===== config.mk =====
export PLATFORM = sky130hd
export DESIGN_NAME = sgc_gate_ctrl
export DESIGN_NICKNAME = d
export VERILOG_FILES = /design/src/core/sgc_pkg.sv /design/src/core/sgc_sync.sv /design/src/core/sgc_gate_ctrl.sv
export SDC_FILE = /design/constraint.sdc
export NUM_CORES = 1
export LEC_CHECK = 0
export BUFFER_PORTS_ARGS = -buffer_cell sky130_fd_sc_hd__buf_2
export CAP_MARGIN = 20
export CORE_MARGIN = 4
export CORE_UTILIZATION = 25
export CTS_CLUSTER_SIZE = 24
export DETAILED_ROUTE_END_ITERATION = 6
export GPL_TIMING_DRIVEN = 0
export SKIP_CTS_REPAIR_TIMING = 1
export SKIP_LAST_GASP = 1
export SYNTH_ARGS = -nofsm -noshare
export SYNTH_HDL_FRONTEND = slang
export SYNTH_HIERARCHICAL = 1
export SYNTH_SLANG_ARGS = --single-unit

===== constraint.sdc =====
create_clock -name clk -period 2.43 [get_ports clk]
set_input_delay 0.3645 -clock clk [delete_from_list [all_inputs] [get_ports clk]]
set_output_delay 0.3645 -clock clk [all_outputs]
set_load 0.01 [all_outputs]

===== src/core/sgc_pkg.sv =====
package sgc_pkg;
    localparam int CLK_PERIOD_NS  = 100;
    localparam int CEASE_TIME_US  = 260;
    localparam int OFF_TIME_US    = 21;
    localparam int BLANK_TIME_NS  = 240;
    localparam int WINDOW_TIME_NS = 166;
    localparam int SLEEP_HALF_NS  = 1100;
    // least times round up, longest times round down
    localparam int CEASE_CYC  = CEASE_TIME_US * 1000 / CLK_PERIOD_NS;
    localparam int OFF_CYC    = OFF_TIME_US * 1000 / CLK_PERIOD_NS;
    localparam int BLANK_CYC  = (BLANK_TIME_NS + CLK_PERIOD_NS - 1)
                                / CLK_PERIOD_NS;
    localparam int WINDOW_CYC = WINDOW_TIME_NS / CLK_PERIOD_NS;
    localparam int SLEEP_PER_CYC = 2 * SLEEP_HALF_NS / CLK_PERIOD_NS;
    localparam int SLEEP_PULSES  = 5;
    localparam int BURST_PULSES  = 16;
    // counter widths
    localparam int CEASE_W = 12;
    localparam int OFF_W   = 8;
    localparam int IVL_W   = 6;
    localparam int ON_W    = 4;
    localparam int CNT_W   = 5;
    // synchroniser lane order and reset levels
    localparam int SYN_W = 7;
    localparam logic [SYN_W-1:0] SYN_RST = 7'h01; // command input idles high

    typedef enum logic [2:0] {
        ST_IDLE = 3'b001,
        ST_ON   = 3'b010,
        ST_OFFT = 3'b100
    } sgc_state_t;
endpackage


===== src/core/sgc_sync.sv =====
`timescale 1ns/1ps
`default_nettype none
module sgc_sync #(
    parameter int               W   = 1,
    parameter logic [W-1:0]     RST = '0
) (
    input  wire logic         clk,  // system clock
    input  wire logic         nrst, // async reset, active low
    input  wire logic         en,   // clock enable
    input  wire logic [W-1:0] d,    // asynchronous inputs
    output logic      [W-1:0] q     // filtered synchronous copies
);
    logic [W-1:0] f1_q;
    logic [W-1:0] f2_q;
    logic [W-1:0] f3_q;

    genvar i;
    // three stages per lane, output moves when stages two and three agree
    generate
        for (i = 0; i < W; i++)
        begin : g_lane
            always_ff @(posedge clk or negedge nrst)
            begin
                if (!nrst)
                begin
                    f1_q[i] <= RST[i];
                    f2_q[i] <= RST[i];
                    f3_q[i] <= RST[i];
                    q[i]    <= RST[i];
                end
                else if (en)
                begin
                    f1_q[i] <= d[i];
                    f2_q[i] <= f1_q[i];
                    f3_q[i] <= f2_q[i];
                    if (f2_q[i] == f3_q[i])
                        q[i] <= f3_q[i];
                end
            end
        end
    endgenerate
endmodule
`default_nettype wire


===== src/core/sgc_gate_ctrl.sv =====
`timescale 1ns/1ps
`default_nettype none
module sgc_gate_ctrl (
    input  wire logic clk,            // 10 MHz timebase
    input  wire logic nrst,           // async reset, active low
    input  wire logic en,             // clock enable, freezes all state
    input  wire logic cmd_n,          // command pin, active low
    input  wire logic peak_cmp,       // peak_limit_comparator output
    input  wire logic window_cmp,     // ccm_window_comparator output
    input  wire logic undervoltage_lockout,           // undervoltage_lockout active
    input  wire logic overvoltage_lockout,           // overvoltage_lockout active
    input  wire logic reg_off,        // linear regulator switched off
    input  wire logic osc_in,         // slow_burst_oscillator square wave
    output logic      gate,           // gate driver command
    output logic      ext_mode,       // external commands own the gate
    output logic      sleep,          // sleep state
    output logic      peak_ref_high,  // select high peak_limit_reference
    output logic      blanking,       // leading_edge_blanking active
    output logic      window_open     // window comparator interval
);
    import sgc_pkg::*;

    logic [SYN_W-1:0]   syn;
    logic               s_cmd_n, s_peak, s_win, s_uv, s_ov, s_regoff, s_osc;
    logic               cmd_prev_q, osc_prev_q;
    logic               cmd_fall, cmd_edge, osc_rise;
    logic [CEASE_W-1:0] cease_q;
    logic               active_q;
    logic [IVL_W-1:0]   ivl_q;
    logic               short_ivl;
    logic [2:0]         burst_q;
    logic               sleep_q;
    logic               ext_on_q;
    logic               gate_q;
    logic [ON_W-1:0]    on_cnt_q;
    logic               blank, window, trip, inhibit, int_ok;
    sgc_state_t         st_q;
    logic [OFF_W-1:0]   off_q;
    logic               off_done;
    logic               lfo_on_q;
    logic [CNT_W-1:0]   lfo_cnt_q;

    // all outside flags enter through the filtered synchroniser
    sgc_sync #(.W(SYN_W), .RST(SYN_RST)) u_sync (
        .clk  (clk),
        .nrst (nrst),
        .en   (en),
        .d    ({osc_in, reg_off, overvoltage_lockout, undervoltage_lockout, window_cmp, peak_cmp, cmd_n}),
        .q    (syn)
    );
    assign {s_osc, s_regoff, s_ov, s_uv, s_win, s_peak, s_cmd_n} = syn;

    // edge detection on command and oscillator
    always_ff @(posedge clk or negedge nrst)
    begin
        if (!nrst)
        begin
            cmd_prev_q <= 1'b1;
            osc_prev_q <= 1'b0;
        end
        else if (en)
        begin
            cmd_prev_q <= s_cmd_n;
            osc_prev_q <= s_osc;
        end
    end
    assign cmd_fall = cmd_prev_q && !s_cmd_n;
    assign cmd_edge = cmd_prev_q != s_cmd_n;
    assign osc_rise = s_osc && !osc_prev_q;

    // activity timeout: any command edge restarts it
    always_ff @(posedge clk or negedge nrst)
    begin
        if (!nrst)
        begin
            cease_q  <= '0;
            active_q <= 1'b0;
        end
        else if (en)
        begin
            if (cmd_edge)
            begin
                cease_q  <= '0;
                active_q <= 1'b1;
            end
            else if (active_q)
            begin
                if (cease_q == CEASE_W'(CEASE_CYC - 1))
                    active_q <= 1'b0;
                else
                    cease_q <= cease_q + 1'b1;
            end
        end
    end

    // period between falling edges, saturating
    always_ff @(posedge clk or negedge nrst)
    begin
        if (!nrst)
            ivl_q <= '1;
        else if (en)
        begin
            if (cmd_fall)
                ivl_q <= '0;
            else if (ivl_q != '1)
                ivl_q <= ivl_q + 1'b1;
        end
    end
    assign short_ivl = ivl_q < IVL_W'(SLEEP_PER_CYC);

    // burst detection and sleep, undervoltage wins over entry
    always_ff @(posedge clk or negedge nrst)
    begin
        if (!nrst)
        begin
            burst_q <= '0;
            sleep_q <= 1'b0;
        end
        else if (en)
        begin
            if (s_uv)
            begin
                burst_q <= '0;
                sleep_q <= 1'b0;
            end
            else if (cmd_fall)
            begin
                if (!short_ivl)
                begin
                    burst_q <= 3'h1;
                    sleep_q <= 1'b0;
                end
                else if (burst_q == 3'(SLEEP_PULSES - 1))
                begin
                    burst_q <= '0;
                    sleep_q <= 1'b1;
                end
                else
                    burst_q <= burst_q + 1'b1;
            end
        end
    end

    // mode selection and gating permission
    assign ext_mode = active_q && s_regoff;
    assign int_ok   = !s_uv && !ext_mode;
    assign inhibit  = s_uv || s_ov || sleep_q;
    assign peak_ref_high = ext_mode;

    // blanking then window timing from each on-time start
    always_ff @(posedge clk or negedge nrst)
    begin
        if (!nrst)
            on_cnt_q <= '0;
        else if (en)
        begin
            if (!gate_q)
                on_cnt_q <= '0;
            else if (on_cnt_q != '1)
                on_cnt_q <= on_cnt_q + 1'b1;
        end
    end
    assign blank  = gate_q && on_cnt_q < ON_W'(BLANK_CYC);
    assign window = gate_q && !blank
                    && on_cnt_q < ON_W'(BLANK_CYC + WINDOW_CYC);
    assign trip   = gate_q && !blank
                    && (s_peak || (window && s_win));
    assign blanking    = blank;
    assign window_open = window;

    // burst oscillator: on-portion of 16 regulator periods
    always_ff @(posedge clk or negedge nrst)
    begin
        if (!nrst)
        begin
            lfo_on_q  <= 1'b0;
            lfo_cnt_q <= '0;
        end
        else if (en)
        begin
            if (ext_mode)
            begin
                lfo_on_q  <= 1'b0;
                lfo_cnt_q <= '0;
            end
            else if (osc_rise)
            begin
                lfo_on_q  <= 1'b1;
                lfo_cnt_q <= '0;
            end
            else if (off_done && lfo_on_q)
            begin
                lfo_cnt_q <= lfo_cnt_q + 1'b1;
                if (lfo_cnt_q == CNT_W'(BURST_PULSES - 1))
                    lfo_on_q <= 1'b0;
            end
        end
    end

    // internal peak current regulator
    assign off_done = st_q == ST_OFFT && off_q == OFF_W'(OFF_CYC - 1);
    always_ff @(posedge clk or negedge nrst)
    begin
        if (!nrst)
        begin
            st_q  <= ST_IDLE;
            off_q <= '0;
        end
        else if (en)
        begin
            unique case (st_q)
                ST_IDLE:
                    if (int_ok && !inhibit && lfo_on_q)
                        st_q <= ST_ON;
                ST_ON:
                    if (!int_ok || inhibit)
                        st_q <= ST_IDLE;
                    else if (trip)
                    begin
                        st_q  <= ST_OFFT;
                        off_q <= '0;
                    end
                ST_OFFT:
                    if (off_done)
                        st_q <= ST_IDLE;
                    else
                        off_q <= off_q + 1'b1;
            endcase
        end
    end

    // external latch: low command turns on, trip ends until next on
    always_ff @(posedge clk or negedge nrst)
    begin
        if (!nrst)
            ext_on_q <= 1'b0;
        else if (en)
        begin
            if (cmd_fall)
                ext_on_q <= 1'b1;
            else if (s_cmd_n || trip)
                ext_on_q <= 1'b0;
        end
    end

    // gate register
    always_ff @(posedge clk or negedge nrst)
    begin
        if (!nrst)
            gate_q <= 1'b0;
        else if (en)
        begin
            if (inhibit)
                gate_q <= 1'b0;
            else if (ext_mode)
                gate_q <= (ext_on_q || cmd_fall) && !trip;
            else
                gate_q <= st_q == ST_ON && !trip && int_ok;
        end
    end
    assign gate  = gate_q;
    assign sleep = sleep_q;

    a_uv_gate_off: assert property (@(posedge clk) disable iff (!nrst)
        en && s_uv |=> !gate_q) else $error("gate on under undervoltage");
    a_ov_gate_off: assert property (@(posedge clk) disable iff (!nrst)
        en && s_ov |=> !gate_q) else $error("gate on under overvoltage");
    a_sleep_gate: assert property (@(posedge clk) disable iff (!nrst)
        en && sleep_q |=> !gate_q) else $error("gate on in sleep");
    a_wake_uv: assert property (@(posedge clk) disable iff (!nrst)
        en && s_uv |=> !sleep_q) else $error("sleep kept under undervoltage_lockout");
    a_burst_sleep: assert property (@(posedge clk) disable iff (!nrst)
        en && !s_uv && cmd_fall && short_ivl && burst_q == 3'h4
        |=> sleep_q) else $error("burst missed");
    a_blank_mask: assert property (@(posedge clk) disable iff (!nrst)
        $rose(gate_q) && en |-> !trip ##1 !trip ##1 !trip)
        else $error("trip inside blanking");
    a_off_hold: assert property (@(posedge clk) disable iff (!nrst)
        $rose(st_q == ST_OFFT) |-> (st_q == ST_OFFT && !gate_q) [*8])
        else $error("off time cut short");
    a_cease_rel: assert property (@(posedge clk) disable iff (!nrst)
        en && active_q && !cmd_edge && cease_q == CEASE_W'(CEASE_CYC - 1)
        |=> !active_q) else $error("timeout not taken");
    a_lfo_stop: assert property (@(posedge clk) disable iff (!nrst)
        en && !ext_mode && !osc_rise && off_done && lfo_on_q
        && lfo_cnt_q == CNT_W'(BURST_PULSES - 1) |=> !lfo_on_q)
        else $error("burst on-portion not ended");
    a_ext_follow: assert property (@(posedge clk) disable iff (!nrst)
        en && ext_mode && !inhibit && cmd_fall && !trip |=> gate_q)
        else $error("on command ignored");
    a_ext_trip: assert property (@(posedge clk) disable iff (!nrst)
        en && ext_mode && trip && !cmd_fall |=> (!gate_q && !ext_on_q))
        else $error("trip did not end on-time");
endmodule
`default_nettype wire


==> results of run 1 <==
[kinds of logic (layout without fill, tap and decap cells)]
logic type,Yosys count,after routing
mux,19,19
flops,76,76
compound gates,87,87
xor+xnor,18,18
buf+inv,30,63
fa+ha+maj,10,10
simple gates,127,127
[cells in the mapped netlist (2+ instances only)]
cell type,n,area share [%]
clkbuf_1,4,0.39
o31ai_1,3,0.59
nor3_1,5,0.65
or3_1,3,0.49
ha_1,10,3.3
o31a_1,2,0.46
inv_1,20,2.0
mux2_4,2,0.78
or3b_2,2,0.46
a22o_1,4,0.91
xor2_1,5,1.1
nor2_1,31,3.0
nor2b_1,2,0.33
nand2_1,35,3.4
a21oi_1,20,2.6
nor4_1,2,0.33
nand3_1,13,1.7
a21o_1,4,0.78
and3_1,3,0.49
buf_6,3,0.88
xnor2_1,13,3.0
nand3b_1,2,0.39
and2_1,3,0.49
o2111ai_1,2,0.46
a2111oi_4,2,1.4
o21ai_1,5,0.65
nand2b_1,11,1.8
buf_4,2,0.39
dfrtp_1,64,42
nor4b_1,3,0.69
dfstp_2,12,8.2
o21ai_0,25,3.3
o2bb2ai_1,8,1.8
nand4_1,3,0.49
mux2_2,15,4.4
[power by group]
part           leakage [nW]  internal (W)  switching, W
Sequential            0.950       0.00153      0.000249
Combinational         0.764      0.000356      0.000434
Clock                 0.155      0.000843      0.000500
Total                  1.87       0.00273       0.00118
[path summary, 6_finish.rpt]
kind / cells past startpoint / startpoint / end
min: 2 / osc_in / u_sync/f1_q[6]$_DFFE_PN0P_
max in group asynchronous: 3 / nrst / st_q[0]$_DFFE_PN1P_
max: 7 / u_sync/q[0]$_DFFE_PN1P_ / cease_q[11]$_DFFE_PN0P_
max reg2reg: 7 / u_sync/q[0]$_DFFE_PN1P_ / cease_q[11]$_DFFE_PN0P_
min in group asynchronous: 2 / nrst / u_sync/f1_q[6]$_DFFE_PN0P_
min reg2reg: 2 / ivl_q[1]$_DFFE_PN1P_ / ivl_q[1]$_DFFE_PN1P_
[area by class of cell]
cell class | count | share of cell area (%)
clock buffer | 11 | 5.64
multi-input combinational | 261 | 39.5
clock inverter | 5 | 1.12
inverter | 20 | 1.68
sequential | 76 | 42.8
tap | 184 | 5.14
timing repair buffer | 17 | 2.57
buffer | 10 | 1.51
[worst max-delay path, delay by kind of cell, from the launching register on]
kind,cells,cell delay (ps)
xor+xnor,1,160
compound gates,1,250
simple gates,2,450
flops,1,570
buf+inv,2,160
fa+ha+maj,1,350
[per-stage QoR]
stage	hold slack, ps	utilization [%]	area [µm²]	setup WS [ps]
detailed placement	281	28.2	4170	174
CTS	-69.4	30.3	4470	341
global placement	462	28.0	4140	204
global route	267	30.4	4480	107
floorplan	68.9	-	3830	549
finish	268	30.4	4480	347
[sequential cells by signal (all words and copies together), names as in the netlist]
| register | flops |
|---|---|
| off_q | 8 |
| gate | 1 |
| on_cnt_q | 4 |
| ivl_q | 6 |
| lfo_cnt_q | 5 |
| u_sync/q | 7 |
| burst_q | 3 |
| cease_q | 12 |
| u_sync/f3_q | 7 |
| u_sync/f2_q | 7 |
| ext_on_q | 1 |
| sleep | 1 |
| cmd_prev_q | 1 |
| lfo_on_q | 1 |
| osc_prev_q | 1 |
| st_q | 3 |
| active_q | 1 |
| u_sync/f1_q | 7 |
[routing by layer]
metal	track usage, %	part of all wire [%]	wire length [µm]	vias up
li1	-	-	-	1362
met1	11.8	49	3660	1410
met2	14.8	46	3430	43
met3	2.37	3.6	270	10
met4	2.80	1.3	97	0
met5	0	0	0	-
==> out/qor.yml, run 1 <==
worst_pin_slew_ps: 590
nNetsFinal: 415
numCtsBuffers: 9
clockBufferDepth: 2
endpoint_kind: "flop"
period_needed_ps: 2080
htreeDepth: 3
synth-main-ff-cell: "dfrtp_1"
antenna_found_initial: 0
grt_pass1_vias: 2835
wl_per_cell_um: 12.8
synthesis.nets: 387
gp_congestion: 0.766
p_per_area_nw_per_um2: 874
maxCapViolCount: 0
die_y_um: 132
slowest_delay_ps: 570
outcome: "finished, final reports clean"
syn_to_final_growth_pct: 16.9
post_synth_xor_area_fraction_pct: 4.12
grt_setup_unrepaired: "false"
ir_drop_mv: 0.385
synth_compound_area_share_pct: 15.8
worst_setup_path_start_kind: "flop"
cpMostUsedCell: "inv_1"
grt.total_usage_pct: 9.08
n_antenna_cell: 0
critPathRequiredTime_ps: 2620
syn_inst: 367
ys_seq_area_share_pct: 50.0
die_w_um: 132
path_class: "reg2reg"
hold_viol: 0
grt_pass1_wl_um: 13300
finalSetupViolCount: 0
final-seq-area_um2: 1920
yosys_register_bits: 76
drcViolationCount: 0
synthesis.area_um2: 3830
setup_tns_ps: 0
synth_mux_area_share_pct: 5.75
grt_max_degree: 56
io_pins: 16
vias: 2825
drtAntennaViolNets: 0
max_freq_mhz: 480
final_cell_mix: "64 x dfrtp_1, 35 x nand2_1, 31 x nor2_1, 25 x o21ai_0"
rows: 44
cts_tree: "yes"
synth_fa_ha_area_share_pct: 3.27
max_slew_margin_pct: 60.5
ys_async_sr_fraction_pct: 100
routed_wl_um: 7460
critical_path.max_fanout: 7
clock-sinks: 76
path_cells: "inv_1 -> ha_1 -> inv_1 -> o2111ai_1 -> nor4_1 -> xnor2_1 -> nor2_1"
drt_iter0_markers: 111
skew_ps: 8.42
multiInputGateArea_um2: 1770
final_common_cell: "dfrtp_1"
instances_no_fill: 584
slowest_stage: "dfstp_2"
yosysUniqueCellTypes: 59
cts_root_buffer: "clkbuf_16"
nFillCells: 1537
hold_class: "in2reg"
power_w: 0.00391
grt-ovfl-total: 0
min_period_over_period_pct: 85.7
start_util_pct: 26.0
clk_latency_ps: 330
layout-drive-gt1-share_pct: 19.0
dieArea_um2: 17400
synth_top_family_by_area: "simple AND/OR/NAND/NOR gates"
port_buffers: 15
power_leakage_nw: 1.87
firstDrtPassIters: 4
dpl.hpwl_um: 5310
synth_warnings: 6
fp.coreArea_um2: 14800
via_per_inst: 4.84
slew_violations: 0
cp_data_arrival_time_ps: 2270
yosys.area_share.simple_pct: 17.2
dpl.cell_count: 567
clkTransAtPathRegs_ps: 60
r2r_slack_ps: 350
synth-edff-count: 0
synth_area_per_cell_um2: 10.4
(Power assumes the default switching activity.)
==> run 2, diff against run 1 <==
--- a/config.mk
+++ b/config.mk
@@ -5,6 +5,7 @@
 export SDC_FILE = /design/constraint.sdc
 export NUM_CORES = 1
 export LEC_CHECK = 0
+export ABC_AREA = 1
 export BUFFER_PORTS_ARGS = -buffer_cell sky130_fd_sc_hd__buf_2
 export CAP_MARGIN = 20
 export CORE_MARGIN = 4
==> run 2 against run 1 <==
  * Worst setup slack improved by 230 ps
  * Cell count increased by 41%
  * Count of clock-buffer cells in the layout decreased by 2
  * Sequential share of layout area decreased by 4.4 points
  * Register-to-register slack improved by 350 ps
  * Die area increased by 11%
  * Critical path depth decreased by 1
  * Power increased by 10%
  * Utilization decreased by 0.38 points
  * First-iteration DRC count increased by 64%
  * Area after synthesis increased by 11%
  * Critical endpoint is now window_open
  * Largest power group unchanged
==> out/qor.yml, run 2 <==
nNetsFinal: 621  # was 415
cp_data_arrival_time_ps: 1490  # was 2270 ps
yosys_register_bits: 76  # unchanged
wl_per_cell_um: 10.2  # was 12.8 µm
pwr-share-seq_pct: 40.4  # was 45.5%
fp.coreArea_um2: 16600  # was 14800 µm²
cts_root_buffer: "clkbuf_16"  # unchanged
synthesis.area_um2: 4260  # was 3830 µm²
synth-main-ff-cell: "dfrtp_1"  # unchanged
start_util_pct: 25.6  # was 26.0%
skew_ps: 5.16  # was 8.42 ps
r2r_start: "u_sync/q[0]$_DFFE_PN1P_"  # unchanged
sw_frac_of_total_pct: 32.9  # was 30.2%
final_cell_mix: "193 x nand2_1, 75 x inv_1, 64 x dfrtp_1, 47 x nor2_1, 45 x nand3_1"  # was 64 x dfrtp_1, 35 x nand2_1, 31 x nor2_1, 25 x o21ai_0
vias: 3446  # was 2825
synth_warnings: 6  # unchanged
endpoint_kind: "primary output"  # was flop
cts_tree: "yes"  # unchanged
dpl.cell_count: 809  # was 567
rows: 47  # was 44
synth_top_area_share_pct: 37.6  # was 41.8%
slew_violations: 0  # unchanged
startpoint: "on_cnt_q[0]$_DFFE_PN0P_"  # was u_sync/q[0]$_DFFE_PN1P_
pwr-share-clk_pct: 35.4  # was 34.3%
max_slew_margin_pct: 68.8  # was 60.5%
port_buffers: 14  # was 15
hold_viol: 0  # unchanged
p_sw_w: 0.00142  # was 0.00118 W
pwr-share-comb_pct: 24.2  # was 20.2%
die_w_um: 139  # was 132 µm
worst_pin_slew_ps: 464  # was 590 ps
antenna_found_initial: 0  # unchanged
setup_tns_ps: 0  # unchanged
min_period_over_period_pct: 76.4  # was 85.7%
grt_pass1_vias: 3233  # was 2835
clk_latency_ps: 330  # about the same
gp_congestion: 0.812  # was 0.766
internal_power_w: 0.00289  # was 0.00273 W
synth-edff-count: 0  # unchanged
max_freq_mhz: 539  # was 480 MHz
critPathRequiredTime_ps: 2070  # was 2620 ps
p_per_area_nw_per_um2: 864  # was 874 nW/µm²
drtAntennaViolNets: 0  # unchanged
grt_setup_unrepaired: "false"  # unchanged
drt_iter0_markers: 182  # was 111
ir_drop_mv: 0.361  # was 0.385 mV
ys_async_sr_fraction_pct: 100  # unchanged
io_pins: 16  # unchanged
hold_ws_ps: 235  # was 268 ps
synth_area_per_cell_um2: 7.42  # was 10.4 µm²
min-delay-start: "reg_off"  # was osc_in
clockBufferDepth: 2  # unchanged
numCtsBuffers: 9  # unchanged
grt-ovfl-total: 0  # unchanged
htreeDepth: 3  # unchanged
outcome: "finished, final reports clean"  # unchanged
syn_to_final_growth_pct: 17.0  # was 16.9%
path_class: "reg2out"  # was reg2reg
clkTransAtPathRegs_ps: 60  # about the same
power_w: 0.00431  # was 0.00391 W
routed_wl_um: 8460  # was 7460 µm
hold_class: "in2reg"  # unchanged
yosysUniqueCellTypes: 39  # was 59
largest_register: "cease_q"  # unchanged
ys_seq_area_share_pct: 45.0  # was 50.0%
yosys.area.top_type: "dfrtp_1"  # unchanged
syn_inst: 574  # was 367
grt_max_degree: 61  # was 56
firstDrtPassIters: 4  # unchanged
placedInstanceArea_um2: 4640  # was 4170 µm²
synthTopCellsByCount: "193 x nand2_1, 75 x inv_1, 64 x dfrtp_1"  # was 64 x dfrtp_1, 35 x nand2_1, 31 x nor2_1
via_per_inst: 4.17  # was 4.84
grt_pass1_wl_um: 15100  # was 13300 µm
synth.most_common_cell: "nand2_1"  # was dfrtp_1
grt.total_usage_pct: 9.38  # was 9.08%
power_leakage_nw: 2.43  # was 1.87 nW
period_needed_ps: 1860  # was 2080 ps
die_y_um: 139  # was 132 µm
clock-sinks: 76  # unchanged
dpl.hpwl_um: 5870  # was 5310 µm
netlist_top_cells_area: "dfrtp_1 38%, nand2_1 17%, dfstp_2 7.4%"  # was dfrtp_1 42%, dfstp_2 8.2%, mux2_2 4.4%
finalSetupViolCount: 0  # unchanged
worst_setup_path_start_kind: "flop"  # unchanged
final_common_cell: "nand2_1"  # was dfrtp_1
instances_no_fill: 826  # was 584
synthesis.nets: 594  # was 387
largestRegisters: "cease_q (12), off_q (8)"  # unchanged
dieArea_um2: 19200  # was 17400 µm²
finalInstanceArea_um2: 4990  # was 4480 µm²
maxCapViolCount: 0  # unchanged
layout-drive-gt1-share_pct: 13.4  # was 19.0%
n_antenna_cell: 0  # unchanged
drcViolationCount: 0  # unchanged
largest_reg_flops: 12  # unchanged
critical_path.max_fanout: 4  # was 7
run 2: changes by cell type after synthesis, moves of 12 or more:
cell and delta:
inv_1 +55, xnor2_1 -12, nor2_1 +16, nand2_1 +158, nand3_1 +32, mux2_2 -15
run 2: power by group through the flow:
stage	clock network, W	registers [W]	logic (W)
global placement	0	0.00175	0.00103
floorplan	0	0.00171	0.000806
global route	0.00162	0.00177	0.00123
finish	0.00153	0.00174	0.00104
CTS	0.00156	0.00174	0.00106
detailed placement	0	0.00175	0.00105
run 2: kinds of logic after synthesis:
kind of cell             after synthesis  synth area share, %
XOR/XNOR                               7                 1.44
AND/OR/NAND/NOR                      314                 31.6
buffers and inverters                 97                 9.92
AO/OA/AOI/OAI                         70                 9.16
adder cells (fa/ha/maj)               10                 2.94
flip-flops                            76                 45.0
run 2: layout make-up:
cell class / count / area [µm²]
clock buffers: 9 / 225
plain buffers: 15 / 115
well taps: 220 / 275
fillers: 1776 / 11700
multi-input cells: 401 / 1920
clock inverters: 7 / 115
inverters: 82 / 308
flip-flops and latches: 76 / 1920
repair buffers: 16 / 110
run 2: path summary, 6_finish.rpt:
path | end | slack (ps) | cells after the start
worst max-delay path | window_open | 570 | 6
worst min-delay path | u_sync/f1_q[5]$_DFFE_PN0P_ | 230 | 3
worst max register to register | cease_q[11]$_DFFE_PN0P_ | 700 | 5
worst min register to register | u_sync/f1_q[0]$_DFFE_PN1P_ | 470 | 2
max in group asynchronous | u_sync/f1_q[0]$_DFFE_PN1P_ | 1370 | 3
min in group asynchronous | off_q[7]$_DFFE_PN0P_ | 450 | 2
run 2: through the flow:
stage | worst slack (ps) | util, %
detailed placement | 681 | 27.9
CTS | 536 | 29.9
finish | 573 | 30.0
global route | 430 | 30.0
global placement | 379 | 27.7
floorplan | 938 | -
run 2: worst max-delay path, cell delays in order (launching register included):
cell	delay [ps]
dfrtp_1	390
ha_1	250
o21ai_1	190
nand2_1	90
nand2_1	80
inv_1	40
buf_2	130
run 2: per-layer routing:
layer / global-route usage (%) / wire, µm
met5: 0 / 0
met4: 4.21 / 164
met3: 2.03 / 200
met2: 14.2 / 3590
met1: 12.9 / 4500
==> run 3, diff against run 2 <==
--- a/config.mk
+++ b/config.mk
@@ -5,7 +5,7 @@
 export SDC_FILE = /design/constraint.sdc
 export NUM_CORES = 1
 export LEC_CHECK = 0
-export ABC_AREA = 1
+export ABC_AREA = 0
 export BUFFER_PORTS_ARGS = -buffer_cell sky130_fd_sc_hd__buf_2
 export CAP_MARGIN = 20
 export CORE_MARGIN = 4
==> constraint.sdc (replaced) <==
create_clock -name clk -period 1.9 [get_ports clk]
set_input_delay 0.285 -clock clk [delete_from_list [all_inputs] [get_ports clk]]
set_output_delay 0.285 -clock clk [all_outputs]
set_load 0.01 [all_outputs]
==> run 3 against run 2 <==
  * Power increased by 21%
  * Die area decreased by 9.6%
  * Routed wire length decreased by 5.6%
  * Register-to-register slack got worse by 670 ps
  * Sequential power increased by 33%
  * Combinational power increased by 13%
  * Largest power group unchanged
==> out/qor.yml, run 3 (synthesized netlist as in run 1, its figures left out) <==
dpl.hpwl_um: 5310  # was 5870 µm
routed_wl_um: 7980  # was 8460 µm
final_common_cell: "dfrtp_1"  # was nand2_1
power_w: 0.00521  # was 0.00431 W
internal_power_w: 0.00357  # was 0.00289 W
skew_ps: 6.53  # was 5.16 ps
grt_pass1_vias: 2835  # was 3233
htreeDepth: 3  # unchanged
gp_congestion: 0.766  # was 0.812
slowest_delay_ps: 450  # was 390 ps
path_cells: "nor2b_1 -> and2_1 -> nand3_1 -> o21ai_2 -> mux2_1"  # was ha_1 -> o21ai_1 -> nand2_1 -> nand2_1 -> inv_1 -> buf_2
vias: 2873  # was 3446
pwr-share-comb_pct: 22.5  # was 24.2%
worst_path_dominant_cell_family: "simple AND/OR/NAND/NOR gates"  # was flip-flops
outcome: "finished, final reports clean"  # unchanged
rows: 44  # was 47
largest_reg_flops: 12  # unchanged
maxCapViolCount: 0  # unchanged
slowest_stage: "dfrtp_1"  # unchanged
path_class: "reg2reg"  # was reg2out
hold_ws_ps: 189  # was 235 ps
largest_register: "cease_q"  # unchanged
path_buf_inv: 0  # was 2
max_freq_mhz: 535
largestRegisters: "cease_q (12), off_q (8)"  # unchanged
slew_violations: 0  # unchanged
nNetsFinal: 421  # was 621
io_pins: 16  # unchanged
pwr-share-clk_pct: 33.0  # was 35.4%
drt_iter0_markers: 130  # was 182
p_sw_w: 0.00164  # was 0.00142 W
hold_class: "in2reg"  # unchanged
port_buffers: 15  # was 14
period_needed_ps: 1870
start_util_pct: 26.0  # was 25.6%
clock-sinks: 76  # unchanged
worst_pin_slew_ps: 553  # was 464 ps
grt_max_degree: 56  # was 61
r2r_start: "st_q[1]$_DFFE_PN0P_"  # was u_sync/q[0]$_DFFE_PN1P_
final_cell_mix: "58 x dfrtp_1, 34 x nand2_1, 28 x nor2_1, 25 x o21ai_0"  # was 193 x nand2_1, 75 x inv_1, 64 x dfrtp_1, 47 x nor2_1, 45 x nand3_1
ir_drop_mv: 0.481  # was 0.361 mV
cts_tree: "yes"  # unchanged
wl_per_cell_um: 13.5  # was 10.2 µm
antenna_found_initial: 0  # unchanged
cts_root_buffer: "clkbuf_16"  # unchanged
p_per_area_nw_per_um2: 1100  # was 864 nW/µm²
syn_to_final_growth_pct: 23.6  # was 17.0%
finalSetupViolCount: 0  # unchanged
drtAntennaViolNets: 0  # unchanged
min_period_over_period_pct: 98.4
power_leakage_nw: 1.92  # was 2.43 nW
die_y_um: 132  # was 139 µm
pwr-share-seq_pct: 44.5  # was 40.4%
max_slew_margin_pct: 63.1  # was 68.8%
n_antenna_cell: 0  # unchanged
grt-ovfl-total: 0  # unchanged
layout-drive-gt1-share_pct: 27.6  # was 13.4%
grt.total_usage_pct: 9.08  # was 9.38%
critPathRequiredTime_ps: 2110  # was 2070 ps
dieArea_um2: 17400  # was 19200 µm²
worst_setup_path_start_kind: "flop"  # unchanged
startpoint: "st_q[1]$_DFFE_PN0P_"  # was on_cnt_q[0]$_DFFE_PN0P_
endpoint_kind: "flop"  # was primary output
grt_pass1_wl_um: 13300  # was 15100 µm
clkTransAtPathRegs_ps: 60  # about the same
min-delay-start: "peak_cmp"  # was reg_off
die_w_um: 132  # was 139 µm
critical_path.max_fanout: 5  # was 4
via_per_inst: 4.87  # was 4.17
firstDrtPassIters: 4  # unchanged
sw_frac_of_total_pct: 31.5  # was 32.9%
cp_data_arrival_time_ps: 2080  # was 1490 ps
numCtsBuffers: 9  # unchanged
drcViolationCount: 0  # unchanged
clk_latency_ps: 330  # about the same
clockBufferDepth: 2  # unchanged
hold_viol: 0  # unchanged
fp.coreArea_um2: 14800  # was 16600 µm²
## run 3: changes by cell type in the layout (fill, tap and decap cells not counted), sizes merged, moves of 4 or more
| cell | before | now |
|---|---|---|
| o22ai | 4 | 0 |
| nand4 | 7 | 3 |
| nand3 | 48 | 13 |
| a22o | 0 | 4 |
| buf | 26 | 30 |
| o21ai | 41 | 30 |
| nor2 | 51 | 32 |
| a21o | 1 | 5 |
| xnor2 | 1 | 13 |
| nand2b | 0 | 11 |
| mux2 | 0 | 18 |
| inv | 80 | 20 |
| o2bb2ai | 0 | 8 |
| nand2 | 199 | 35 |
## run 3: power groups by stage
stage	sequential (W)	combinational (W)	clock, W
2_1_floorplan	0.00221	0.000775	0
3_3_place_gp	0.00228	0.000975	0
3_5_place_dp	0.00230	0.00102	0
4_1_cts	0.00228	0.00102	0.00176
5_1_grt	0.00237	0.00132	0.00185
6_report	0.00232	0.00117	0.00172
## run 3: worst paths after layout
path / endpoint / slack (ps) / cells after the start
setup / recovery: off_q[1]$_DFFE_PN0P_ / 30 / 5
hold / removal: u_sync/f1_q[1]$_DFFE_PN0P_ / 190 / 2
setup reg to reg: off_q[1]$_DFFE_PN0P_ / 30 / 5
hold reg to reg: ivl_q[1]$_DFFE_PN1P_ / 480 / 2
max in group asynchronous: st_q[0]$_DFFE_PN1P_ / 910 / 3
min in group asynchronous: u_sync/f1_q[6]$_DFFE_PN0P_ / 380 / 2
## run 3: worst reg2reg max path: stages, from the launching register on
cell and delay (ps):
dfrtp_1 450, nor2b_1 390, and2_1 220, nand3_1 160
o21ai_2 200, mux2_1 340
## run 3: stage by stage
step	worst slack, ps	util (%)	instance area (µm²)	std cells	TNS [ps]
finish	30.6	32.1	4730	590	0
global route	-24.2	32.1	4730	590	-96.2
CTS	-189	30.3	4470	583	-1580
detailed placement	-277	28.2	4170	567	-2930
global placement	-246	28.0	4140	566	-2420
floorplan	18.7	-	3830	367	0
## run 3: layout make-up
type / instances / area [µm²]
Fill cell: 1501 / 10000
Buffer: 8 / 61.3
Sequential cell: 76 / 1920
Timing Repair Buffer: 25 / 179
Multi-Input combinational cell: 261 / 1960
Clock buffer: 11 / 253
Clock inverter: 5 / 50.0
Inverter: 20 / 75.1
Tap cell: 184 / 230
## run 3: routing by layer
metal  GRT usage, %  part of all wire (%)  up-vias
met3           2.37                   2.6       11
met5              0                     0        -
li1               -                     -     1374
met2           14.8                    48       30
met1           11.8                    48     1458
met4           2.80                   1.2        0
